`src/dtb_pkg.sv`:
```
// Package for the detect threshold and dc-block register bank.
// Assumes an APB slave with 32-bit data, one register per aligned word.
package dtb_pkg;
    // Printed offsets are register indexes, byte address is four times them
    localparam logic [3:0] IDX_THR_HIGH = 4'h7;
    localparam logic [3:0] IDX_THR_LOW = 4'h8;
    localparam logic [3:0] IDX_CHANNEL0_CONFIGURATION = 4'h9;
    localparam logic [3:0] IDX_DETECT_CTRL = 4'ha;
    localparam logic [11:0] ADDR_THR_HIGH = {6'h00, IDX_THR_HIGH, 2'h0};
    localparam logic [11:0] ADDR_THR_LOW = {6'h00, IDX_THR_LOW, 2'h0};
    localparam logic [11:0] ADDR_CHANNEL0_CONFIGURATION = {6'h00, IDX_CHANNEL0_CONFIGURATION, 2'h0};
    localparam logic [11:0] ADDR_DETECT_CTRL = {6'h00, IDX_DETECT_CTRL, 2'h0};
    // Field positions
    localparam int LOWER_MSB = 15;
    localparam int LOWER_LSB = 8;
    localparam int COEFF_MSB = 3;
    localparam int COEFF_LSB = 0;
    localparam int ENABLE_BIT = 0;
    // Reset values, bypass code and shift offset
    localparam logic [15:0] RST_WORD = 16'h0000;
    localparam logic [3:0] COEFF_BYPASS = 4'h0;
    localparam logic [3:0] COEFF_SHIFT_BASE = 4'h1;
endpackage

```
`src/dtb_regs.sv`:
```
// Register bank: current-detect threshold, dc-block coefficient select,
// channel-0 configuration word and the detect enable.
// Assumes an APB master on ref_clk_i; all inputs share that clock.
`timescale 1ns/1ns
// What this block does
// - Sixteen-bit read/write upper threshold field, reset to zero.
// - Eight-bit read/write lower threshold field at bits 15:8 of word 8h.
// - Low threshold and dc-block word decoded at 8h, resets 0000h.
// - Four-bit read/write filter select at bits 3:0, reset 0000b.
// - Select code zero bypasses the high-pass filter entirely.
// - Nonzero code gives coefficient 2 to minus (code plus one).
// - Channel-0 configuration word decoded at 9h, resets 0000h.
// - High threshold word decoded at 7h, resets 0000h.
// - Threshold is used only while the detect enable bit is set.
module dtb_regs
(
    input wire logic ref_clk_i,
    input wire logic rst_i,
    input wire logic clk_en_i,
    input wire logic psel_i,
    input wire logic penable_i,
    input wire logic pwrite_i,
    input wire logic [11:0] paddr_i,
    input wire logic [31:0] pwdata_i,
    output logic [31:0] prdata_o,
    output logic pready_o,
    output logic pslverr_o,
    output logic [23:0] detect_threshold_o,
    output logic overcurrent_watch_enable_o,
    output logic highpass_bypass_o,
    output logic [4:0] highpass_shift_o,
    output logic [15:0] channel0_configuration_o
);
    logic [15:0] detect_level_upper_reg;
    logic [7:0] detect_level_lower_reg;
    logic [3:0] highpass_coeff_select_reg;
    logic [15:0] channel0_configuration_reg;
    logic overcurrent_watch_enable_reg;
    logic [31:0] read_next;
    logic hit_next;
    logic wr_take;
    logic rd_setup;
    logic addr_mapped;

    // Write happens in the access phase; answer registered one cycle later.
    // A request counts until answered, so a setup lost to a low enable
    // still gets its answer one wait state later instead of hanging.
    assign wr_take = psel_i && penable_i && pwrite_i && pready_o && clk_en_i;
    assign rd_setup = psel_i && !pready_o && clk_en_i;

    // Addresses that own a word; anything else answers with an error
    assign addr_mapped = (paddr_i == dtb_pkg::ADDR_THR_HIGH) || (paddr_i == dtb_pkg::ADDR_THR_LOW)
        || (paddr_i == dtb_pkg::ADDR_CHANNEL0_CONFIGURATION) || (paddr_i == dtb_pkg::ADDR_DETECT_CTRL);

    // Address decode and read mux
    always_comb
    begin
        read_next = 32'h0000_0000;
        hit_next = 1'b1;
        unique case (paddr_i)
            dtb_pkg::ADDR_THR_HIGH: read_next = {16'h0000, detect_level_upper_reg};
            dtb_pkg::ADDR_THR_LOW: read_next = {16'h0000, detect_level_lower_reg,
                4'h0, highpass_coeff_select_reg};
            dtb_pkg::ADDR_CHANNEL0_CONFIGURATION: read_next = {16'h0000, channel0_configuration_reg};
            dtb_pkg::ADDR_DETECT_CTRL: read_next = {31'h0000_0000,
                overcurrent_watch_enable_reg};
            default: hit_next = 1'b0;
        endcase
    end

    // Upper threshold word
    always_ff @(posedge ref_clk_i)
    begin
        if (rst_i)
            detect_level_upper_reg <= dtb_pkg::RST_WORD;
        else if (wr_take && paddr_i == dtb_pkg::ADDR_THR_HIGH)
            detect_level_upper_reg <= pwdata_i[15:0];
    end

    // Lower threshold and filter select; bits 7:4 not stored
    always_ff @(posedge ref_clk_i)
    begin
        if (rst_i)
        begin
            detect_level_lower_reg <= 8'h00;
            highpass_coeff_select_reg <= dtb_pkg::COEFF_BYPASS;
        end
        else if (wr_take && paddr_i == dtb_pkg::ADDR_THR_LOW)
        begin
            detect_level_lower_reg <= pwdata_i[dtb_pkg::LOWER_MSB:dtb_pkg::LOWER_LSB];
            highpass_coeff_select_reg <= pwdata_i[dtb_pkg::COEFF_MSB:dtb_pkg::COEFF_LSB];
        end
    end

    // Channel-0 word and detect enable
    always_ff @(posedge ref_clk_i)
    begin
        if (rst_i)
        begin
            channel0_configuration_reg <= dtb_pkg::RST_WORD;
            overcurrent_watch_enable_reg <= 1'b0;
        end
        else if (wr_take && paddr_i == dtb_pkg::ADDR_CHANNEL0_CONFIGURATION)
            channel0_configuration_reg <= pwdata_i[15:0];
        else if (wr_take && paddr_i == dtb_pkg::ADDR_DETECT_CTRL)
            overcurrent_watch_enable_reg <= pwdata_i[dtb_pkg::ENABLE_BIT];
    end

    // Bus answer: ready in the first cycle of the access phase
    always_ff @(posedge ref_clk_i)
    begin
        if (rst_i)
        begin
            pready_o <= 1'b0;
            pslverr_o <= 1'b0;
            prdata_o <= 32'h0000_0000;
        end
        else if (clk_en_i)
        begin
            pready_o <= rd_setup;
            pslverr_o <= rd_setup && !hit_next;
            if (rd_setup)
                prdata_o <= read_next;
        end
    end

    // Outputs to the datapath, all registered
    always_ff @(posedge ref_clk_i)
    begin
        if (rst_i)
        begin
            detect_threshold_o <= 24'h00_0000;
            overcurrent_watch_enable_o <= 1'b0;
            highpass_bypass_o <= 1'b1;
            highpass_shift_o <= 5'h00;
            channel0_configuration_o <= 16'h0000;
        end
        else if (clk_en_i)
        begin
            // Threshold forced to zero while detect is disabled
            detect_threshold_o <= overcurrent_watch_enable_reg ?
                {detect_level_upper_reg, detect_level_lower_reg} : 24'h00_0000;
            overcurrent_watch_enable_o <= overcurrent_watch_enable_reg;
            highpass_bypass_o <= (highpass_coeff_select_reg == dtb_pkg::COEFF_BYPASS);
            highpass_shift_o <= {1'b0, highpass_coeff_select_reg}
                + {1'b0, dtb_pkg::COEFF_SHIFT_BASE};
            channel0_configuration_o <= channel0_configuration_reg;
        end
    end

    // Lower threshold byte taken from bits 15:8
    a_lower_write: assert property (@(posedge ref_clk_i) disable iff (rst_i)
        (wr_take && paddr_i == dtb_pkg::ADDR_THR_LOW) |=>
        detect_level_lower_reg == $past(pwdata_i[15:8]))
        else $error("lower threshold not written");

    // Upper threshold word taken whole
    a_upper_write: assert property (@(posedge ref_clk_i) disable iff (rst_i)
        (wr_take && paddr_i == dtb_pkg::ADDR_THR_HIGH) |=>
        detect_level_upper_reg == $past(pwdata_i[15:0]))
        else $error("upper threshold not written");

    // Low word reads back with reserved bits clear
    a_low_readback: assert property (@(posedge ref_clk_i) disable iff (rst_i)
        (rd_setup && paddr_i == dtb_pkg::ADDR_THR_LOW) |=>
        prdata_o[7:4] == 4'h0 && prdata_o[3:0] == highpass_coeff_select_reg && pready_o)
        else $error("low word readback wrong");

    // Filter select taken from bits 3:0
    a_coeff_write: assert property (@(posedge ref_clk_i) disable iff (rst_i)
        (wr_take && paddr_i == dtb_pkg::ADDR_THR_LOW) |=>
        highpass_coeff_select_reg == $past(pwdata_i[3:0]))
        else $error("filter select not written");

    // Code zero takes the filter out of the path
    a_bypass_zero: assert property (@(posedge ref_clk_i) disable iff (rst_i)
        clk_en_i && highpass_coeff_select_reg == 4'h0 |=> highpass_bypass_o)
        else $error("bypass missing for code zero");

    // Top code gives the smallest coefficient
    a_shift_code: assert property (@(posedge ref_clk_i) disable iff (rst_i)
        clk_en_i && highpass_coeff_select_reg == 4'hf |=> highpass_shift_o == 5'h10)
        else $error("shift for top code wrong");

    // Channel-0 word reads back without error
    a_ch0_readback: assert property (@(posedge ref_clk_i) disable iff (rst_i)
        (rd_setup && paddr_i == dtb_pkg::ADDR_CHANNEL0_CONFIGURATION) |=>
        prdata_o[15:0] == channel0_configuration_reg && !pslverr_o)
        else $error("channel0 readback wrong");

    // High threshold word reads back in the low half
    a_high_readback: assert property (@(posedge ref_clk_i) disable iff (rst_i)
        (rd_setup && paddr_i == dtb_pkg::ADDR_THR_HIGH) |=>
        prdata_o == {16'h0000, detect_level_upper_reg})
        else $error("high word readback wrong");

    // Threshold held at zero while detect is off
    a_disabled_zero: assert property (@(posedge ref_clk_i) disable iff (rst_i)
        clk_en_i && !overcurrent_watch_enable_reg |=> detect_threshold_o == 24'h00_0000)
        else $error("threshold active while disabled");

    // Threshold is upper field above lower field
    a_concat_order: assert property (@(posedge ref_clk_i) disable iff (rst_i)
        clk_en_i && overcurrent_watch_enable_reg |=>
        detect_threshold_o == $past({detect_level_upper_reg, detect_level_lower_reg}))
        else $error("threshold concatenation wrong");

    // Answer comes the cycle after a request is seen
    a_ready_answer: assert property (@(posedge ref_clk_i) disable iff (rst_i)
        (psel_i && !penable_i && clk_en_i && !pready_o) |=> pready_o)
        else $error("no answer after setup");

    // Ready is a single-cycle pulse while clocked
    a_ready_pulse: assert property (@(posedge ref_clk_i) disable iff (rst_i)
        (pready_o && clk_en_i) |=> !pready_o)
        else $error("ready held too long");

    // Unmapped word answers with error and zero data
    a_unmapped_error: assert property (@(posedge ref_clk_i) disable iff (rst_i)
        (rd_setup && !addr_mapped) |=> pslverr_o && prdata_o == 32'h0000_0000)
        else $error("unmapped access not refused");

    // Mapped words never flag an error
    a_mapped_okay: assert property (@(posedge ref_clk_i) disable iff (rst_i)
        (rd_setup && addr_mapped) |=> !pslverr_o)
        else $error("error on mapped word");

    // Upper half of every answer reads zero
    a_upper_half: assert property (@(posedge ref_clk_i) disable iff (rst_i)
        pready_o |-> prdata_o[31:16] == 16'h0000)
        else $error("upper half of read data not zero");

    // Enable bit stored from bit 0 of its word
    a_enable_write: assert property (@(posedge ref_clk_i) disable iff (rst_i)
        (wr_take && paddr_i == dtb_pkg::ADDR_DETECT_CTRL) |=>
        overcurrent_watch_enable_reg == $past(pwdata_i[0]))
        else $error("detect enable not written");

    // Enable output follows its register one cycle later
    a_enable_follow: assert property (@(posedge ref_clk_i) disable iff (rst_i)
        clk_en_i |=> overcurrent_watch_enable_o == $past(overcurrent_watch_enable_reg))
        else $error("enable output lags wrongly");

    // Any nonzero code keeps the filter in the path
    a_bypass_nonzero: assert property (@(posedge ref_clk_i) disable iff (rst_i)
        (clk_en_i && highpass_coeff_select_reg != 4'h0) |=> !highpass_bypass_o)
        else $error("filter bypassed for nonzero code");

    // Code one gives a coefficient of one quarter
    a_shift_quarter: assert property (@(posedge ref_clk_i) disable iff (rst_i)
        (clk_en_i && highpass_coeff_select_reg == 4'h1) |=> highpass_shift_o == 5'h02)
        else $error("shift for code one wrong");

    // Each higher code halves the coefficient once more
    a_shift_step: assert property (@(posedge ref_clk_i) disable iff (rst_i)
        (clk_en_i && highpass_coeff_select_reg != 4'h0) |=>
        highpass_shift_o == $past({1'b0, highpass_coeff_select_reg}) + 5'h01)
        else $error("shift does not track code");

    // Channel-0 word stored whole
    a_ch0_write: assert property (@(posedge ref_clk_i) disable iff (rst_i)
        (wr_take && paddr_i == dtb_pkg::ADDR_CHANNEL0_CONFIGURATION) |=>
        channel0_configuration_reg == $past(pwdata_i[15:0]))
        else $error("channel0 word not written");

    // Channel-0 output copies its register
    a_ch0_follow: assert property (@(posedge ref_clk_i) disable iff (rst_i)
        clk_en_i |=> channel0_configuration_o == $past(channel0_configuration_reg))
        else $error("channel0 output lags wrongly");

    // Writes elsewhere leave the upper threshold alone
    a_upper_kept: assert property (@(posedge ref_clk_i) disable iff (rst_i)
        (wr_take && paddr_i != dtb_pkg::ADDR_THR_HIGH) |=> $stable(detect_level_upper_reg))
        else $error("upper threshold disturbed");

    // Reads never change the low word
    a_low_kept: assert property (@(posedge ref_clk_i) disable iff (rst_i)
        (psel_i && penable_i && !pwrite_i && pready_o) |=>
        $stable(detect_level_lower_reg) && $stable(highpass_coeff_select_reg))
        else $error("low word changed by a read");

    // Writes to unmapped words are dropped
    a_unmapped_kept: assert property (@(posedge ref_clk_i) disable iff (rst_i)
        (wr_take && !addr_mapped) |=> $stable(detect_level_upper_reg)
            && $stable(detect_level_lower_reg) && $stable(highpass_coeff_select_reg)
            && $stable(channel0_configuration_reg) && $stable(overcurrent_watch_enable_reg))
        else $error("unmapped write changed a field");

    // Low enable freezes the stored fields
    a_freeze_fields: assert property (@(posedge ref_clk_i) disable iff (rst_i)
        !clk_en_i |=> $stable(detect_level_upper_reg) && $stable(detect_level_lower_reg)
            && $stable(highpass_coeff_select_reg) && $stable(channel0_configuration_reg)
            && $stable(overcurrent_watch_enable_reg))
        else $error("field changed while frozen");

    // Low enable freezes the outputs to the datapath
    a_freeze_outputs: assert property (@(posedge ref_clk_i) disable iff (rst_i)
        !clk_en_i |=> $stable(detect_threshold_o) && $stable(highpass_bypass_o)
            && $stable(highpass_shift_o) && $stable(channel0_configuration_o)
            && $stable(overcurrent_watch_enable_o))
        else $error("output changed while frozen");

    // Low enable freezes the bus answer
    a_freeze_bus: assert property (@(posedge ref_clk_i) disable iff (rst_i)
        !clk_en_i |=> $stable(pready_o) && $stable(pslverr_o) && $stable(prdata_o))
        else $error("bus answer changed while frozen");

    // Reset clears every stored field
    a_reset_fields: assert property (@(posedge ref_clk_i)
        rst_i |=> detect_level_upper_reg == 16'h0000 && detect_level_lower_reg == 8'h00
            && highpass_coeff_select_reg == 4'h0 && channel0_configuration_reg == 16'h0000
            && !overcurrent_watch_enable_reg)
        else $error("fields not cleared by reset");

    // Reset puts every output but highpass_shift_o at its idle value
    a_reset_outputs: assert property (@(posedge ref_clk_i)
        rst_i |=> !pready_o && !pslverr_o && prdata_o == 32'h0000_0000
            && detect_threshold_o == 24'h00_0000 && highpass_bypass_o
            && channel0_configuration_o == 16'h0000 && !overcurrent_watch_enable_o)
        else $error("outputs not idle after reset");
endmodule

```
`config.mk`:
```
export PLATFORM = sky130hd
export DESIGN_NAME = dtb_regs
export DESIGN_NICKNAME = d
export VERILOG_FILES = /design/src/dtb_pkg.sv /design/src/dtb_regs.sv
export SDC_FILE = /design/constraint.sdc
export NUM_CORES = 1
export LEC_CHECK = 0
export BUFFER_PORTS_ARGS = -buffer_cell sky130_fd_sc_hd__buf_2
export CAP_MARGIN = 20
export CELL_PAD_IN_SITES_DETAIL_PLACEMENT = 0
export CELL_PAD_IN_SITES_GLOBAL_PLACEMENT = 2
export CORE_MARGIN = 5
export CORE_UTILIZATION = 31
export CTS_CLUSTER_SIZE = 40
export DETAILED_ROUTE_END_ITERATION = 10
export PLACE_DENSITY = 0.81
export SLEW_MARGIN = 20
export SYNTH_ARGS = -nofsm -noshare
export SYNTH_HDL_FRONTEND = slang
export SYNTH_SLANG_ARGS = --single-unit
```
`constraint.sdc`:
```
create_clock -name ref_clk_i -period 2.55 [get_ports ref_clk_i]
set_input_delay 0.255 -clock ref_clk_i [delete_from_list [all_inputs] [get_ports ref_clk_i]]
set_output_delay 0.255 -clock ref_clk_i [all_outputs]
set_load 0.1 [all_outputs]
```
==> flow_metrics.tcl <==
set metrics [dict create \
    max_freq_ghz 0.491 \
    rsz0062_at_grt "no" \
    cts_max_path_buffers 2 \
    htreeDepth 3 \
    ioPinCount 131 \
    crit_path_start "paddr_i[11]" \
    maxSlewViolCount 0 \
    overflow 0 \
    coreArea_um2 14400 \
    die-area_um2 17000 \
    timing.final.crit_share_pct 79.9 \
    dr.first_iter.drc_count 289 \
    grtUsageTotal_pct 15.7 \
    nNetsFinal 607 \
    ctsResizeCount 0 \
    powerDensity_nw_per_um2 627 \
    yosysTopAreaCell "dfxtp_1" \
    syn_inst 475 \
    synth_top_family_by_area "compound AO/OA/AOI/OAI gates" \
    cp-start-kind "input port" \
    hp-class "in2reg" \
    use_met2_pct 25.9 \
    port_buffers 98 \
    fp.dieW_um 130 \
    synthToLayoutAreaGrowth_pct 20.2 \
    path_delay_family "simple AND/OR/NAND/NOR gates" \
    drive_gt1_share_pct 27.1 \
    power_leakage_nw 2.30 \
    cts_buffers 9 \
    async_reset_ff_share_pct 0 \
    cts_setup_buffers 0 \
    top_register "detect_threshold_o" \
    clock-root-buffer "clkbuf_16" \
    clock_skew_ns 0.00808 \
    finalHoldViolCount 0 \
    yosys-top-cells-area "dfxtp_1 49%, mux2i_1 9.4%, a22oi_1 4.7%" \
    crit_path_max_fanout 23 \
    grt_busiest_layer "met2" \
    total_power_w 0.00338 \
    fin_area_um2 5400 \
    synth-adder-area-share_pct 0.557 \
    vias_per_cell 5.06 \
    grt_pass1_vias 3682 \
    clk_latency_ns 0.35 \
    ys_warn_count 0 \
    vias 3762 \
    ys_seq_elements 110 \
    synth-edff-count 0 \
    synth_compound_area_share_pct 18.7 \
    grt_use_met3_pct 3.85 \
    n_antenna_cell 0 \
    timing.hold.ws_ns 0.169 \
    min-delay-start "pwdata_i[2]" \
    post_drt_wl_per_cell_um 17.6 \
    ys_seq_area_share_pct 49.0 \
    synth-xor-area-share_pct 0.390 \
    hpwl_mm 9.71 \
    cts_tree "done" \
    rr_startpoint "pready_o$_SDFFE_PP0P_" \
    ff2ff_setup_slack_ns 0.81 \
    synth_cell_types 41 \
    max-slew-margin-rel_pct 53.2 \
    arrival_ns 2.28 \
    synth_area_per_cell_um2 9.45 \
    worstPathCellList "buf_2, or4_4, or2_4, or3_1, a31o_2" \
    grt_max_degree 68 \
    synth_area_um2 4490 \
    grt_pass1_wl_mm 20.4 \
    cp_slowest_stage_delay_ns 0.63 \
    instances_no_fill 744 \
    drv_cap 0 \
    drc 0 \
    grt_util_met1_pct 20.1 \
    final_cell_mix "109 x dfxtp_1, 98 x buf_2, 47 x nor2_1" \
    clkSinkCount 110 \
    cp.buffers_inverters 1 \
    crit_slowest_cell "or3_1" \
    placed_cell_area_um2 5100 \
    largest_reg_flops 24 \
    die_h_um 130 \
    routed_wl_mm 13.1 \
    setup_viol 0 \
    start_util_pct 31.3 \
    clk_transition_reported_paths_ns 0.07 \
    gp_congestion 0.823 \
    fillers 1504 \
    criticalPathCategory "in2reg" \
    synthMuxAreaShare_pct 9.36 \
    vdd_ir_drop_max_mv 0.325 \
    status "finished, final reports clean" \
    dr.pass1.iters 4 \
    worstSetupEndpointType "flip-flop" \
    tns_ns 0 \
    final_common_cell "dfxtp_1" \
    synth-simple-area-share_pct 14.6 \
    synthFlopType "dfxtp_1" \
    rows 44 \
    synth_top_area_share_pct 49.0 \
    min_period_ns 2.04 \
    placed_cells 728 \
    tightest_slew_ns 0.701 \
    antenna_found_initial 1 \
    holdBufCountCts 0 \
    ant_nets 0 \
    worstPathRequired_ns 2.79 \
]
[per-stage QoR]
step	util, %	setup WS (ns)
3_3_place_gp	35.5	0.192
4_1_cts	37.6	0.508
2_1_floorplan	-	0.416
6_report	37.6	0.514
3_5_place_dp	35.5	0.134
5_1_grt	37.6	0.415
[worst paths after layout]
check,depth (start not counted),endpoint
setup reg to reg,3,detect_level_upper_reg[8]$_SDFFE_PP0P_
hold reg to reg,1,prdata_o[7]$_SDFFE_PP0P_
hold / removal,3,channel0_configuration_reg[2]$_SDFFE_PP0P_
setup / recovery,5,detect_level_upper_reg[8]$_SDFFE_PP0P_
[final cells by class]
class                           count  area, µm²  share of cell area (%)
Multi-Input combinational cell    314       2020                    37.5
Sequential cell                   110       2200                    40.8
Clock buffer                       11        253                    4.68
Timing Repair Buffer              114        623                    11.5
Inverter                            6       22.5                   0.417
Tap cell                          184        230                    4.26
Clock inverter                      5       42.5                   0.788
[worst min-delay path, stage by stage]
cell	delay (ns)
buf_2	0.11
nand3_1	0.06
a21oi_1	0.06
[cells by family (layout without fill, tap and decap cells)]
group,after synthesis,after routing
simple gates,135,135
mux,42,42
flops,110,110
other cells,1,16
compound gates,117,117
buf+inv,66,136
xor+xnor,2,2
fa+ha+maj,2,2
[metal layers]
layer  vias up  wire length, µm
li1       1852                -
met2        94             6260
met1      1794             5790
met4         2              238
met5         -               12
met3        20              789
[power by group]
group | leakage (nW) | switching [W] | internal, W
sequential | 0.887 | 0.00000372 | 0.00172
combinational | 1.27 | 0.000240 | 0.0000519
clock | 0.142 | 0.000643 | 0.000725
[synth_stat cells (2+ instances only)]
library cell / number
ha_1: 2
buf_6: 2
nand3_1: 17
a22oi_1: 28
nand2b_1: 2
and2_1: 2
nor2b_1: 2
clkbuf_1: 35
a211oi_1: 2
nand4_1: 2
a21oi_1: 22
nor4_1: 18
o21ai_0: 17
buf_1: 4
or4_1: 3
inv_1: 5
o41ai_1: 2
mux2i_1: 42
nor2_1: 47
o2bb2ai_1: 16
a31o_2: 16
buf_4: 16
nand3b_1: 2
a22o_1: 11
nand2_1: 32
dfxtp_1: 110
buf_2: 3
or4_4: 2
(Power assumes the default switching activity.)
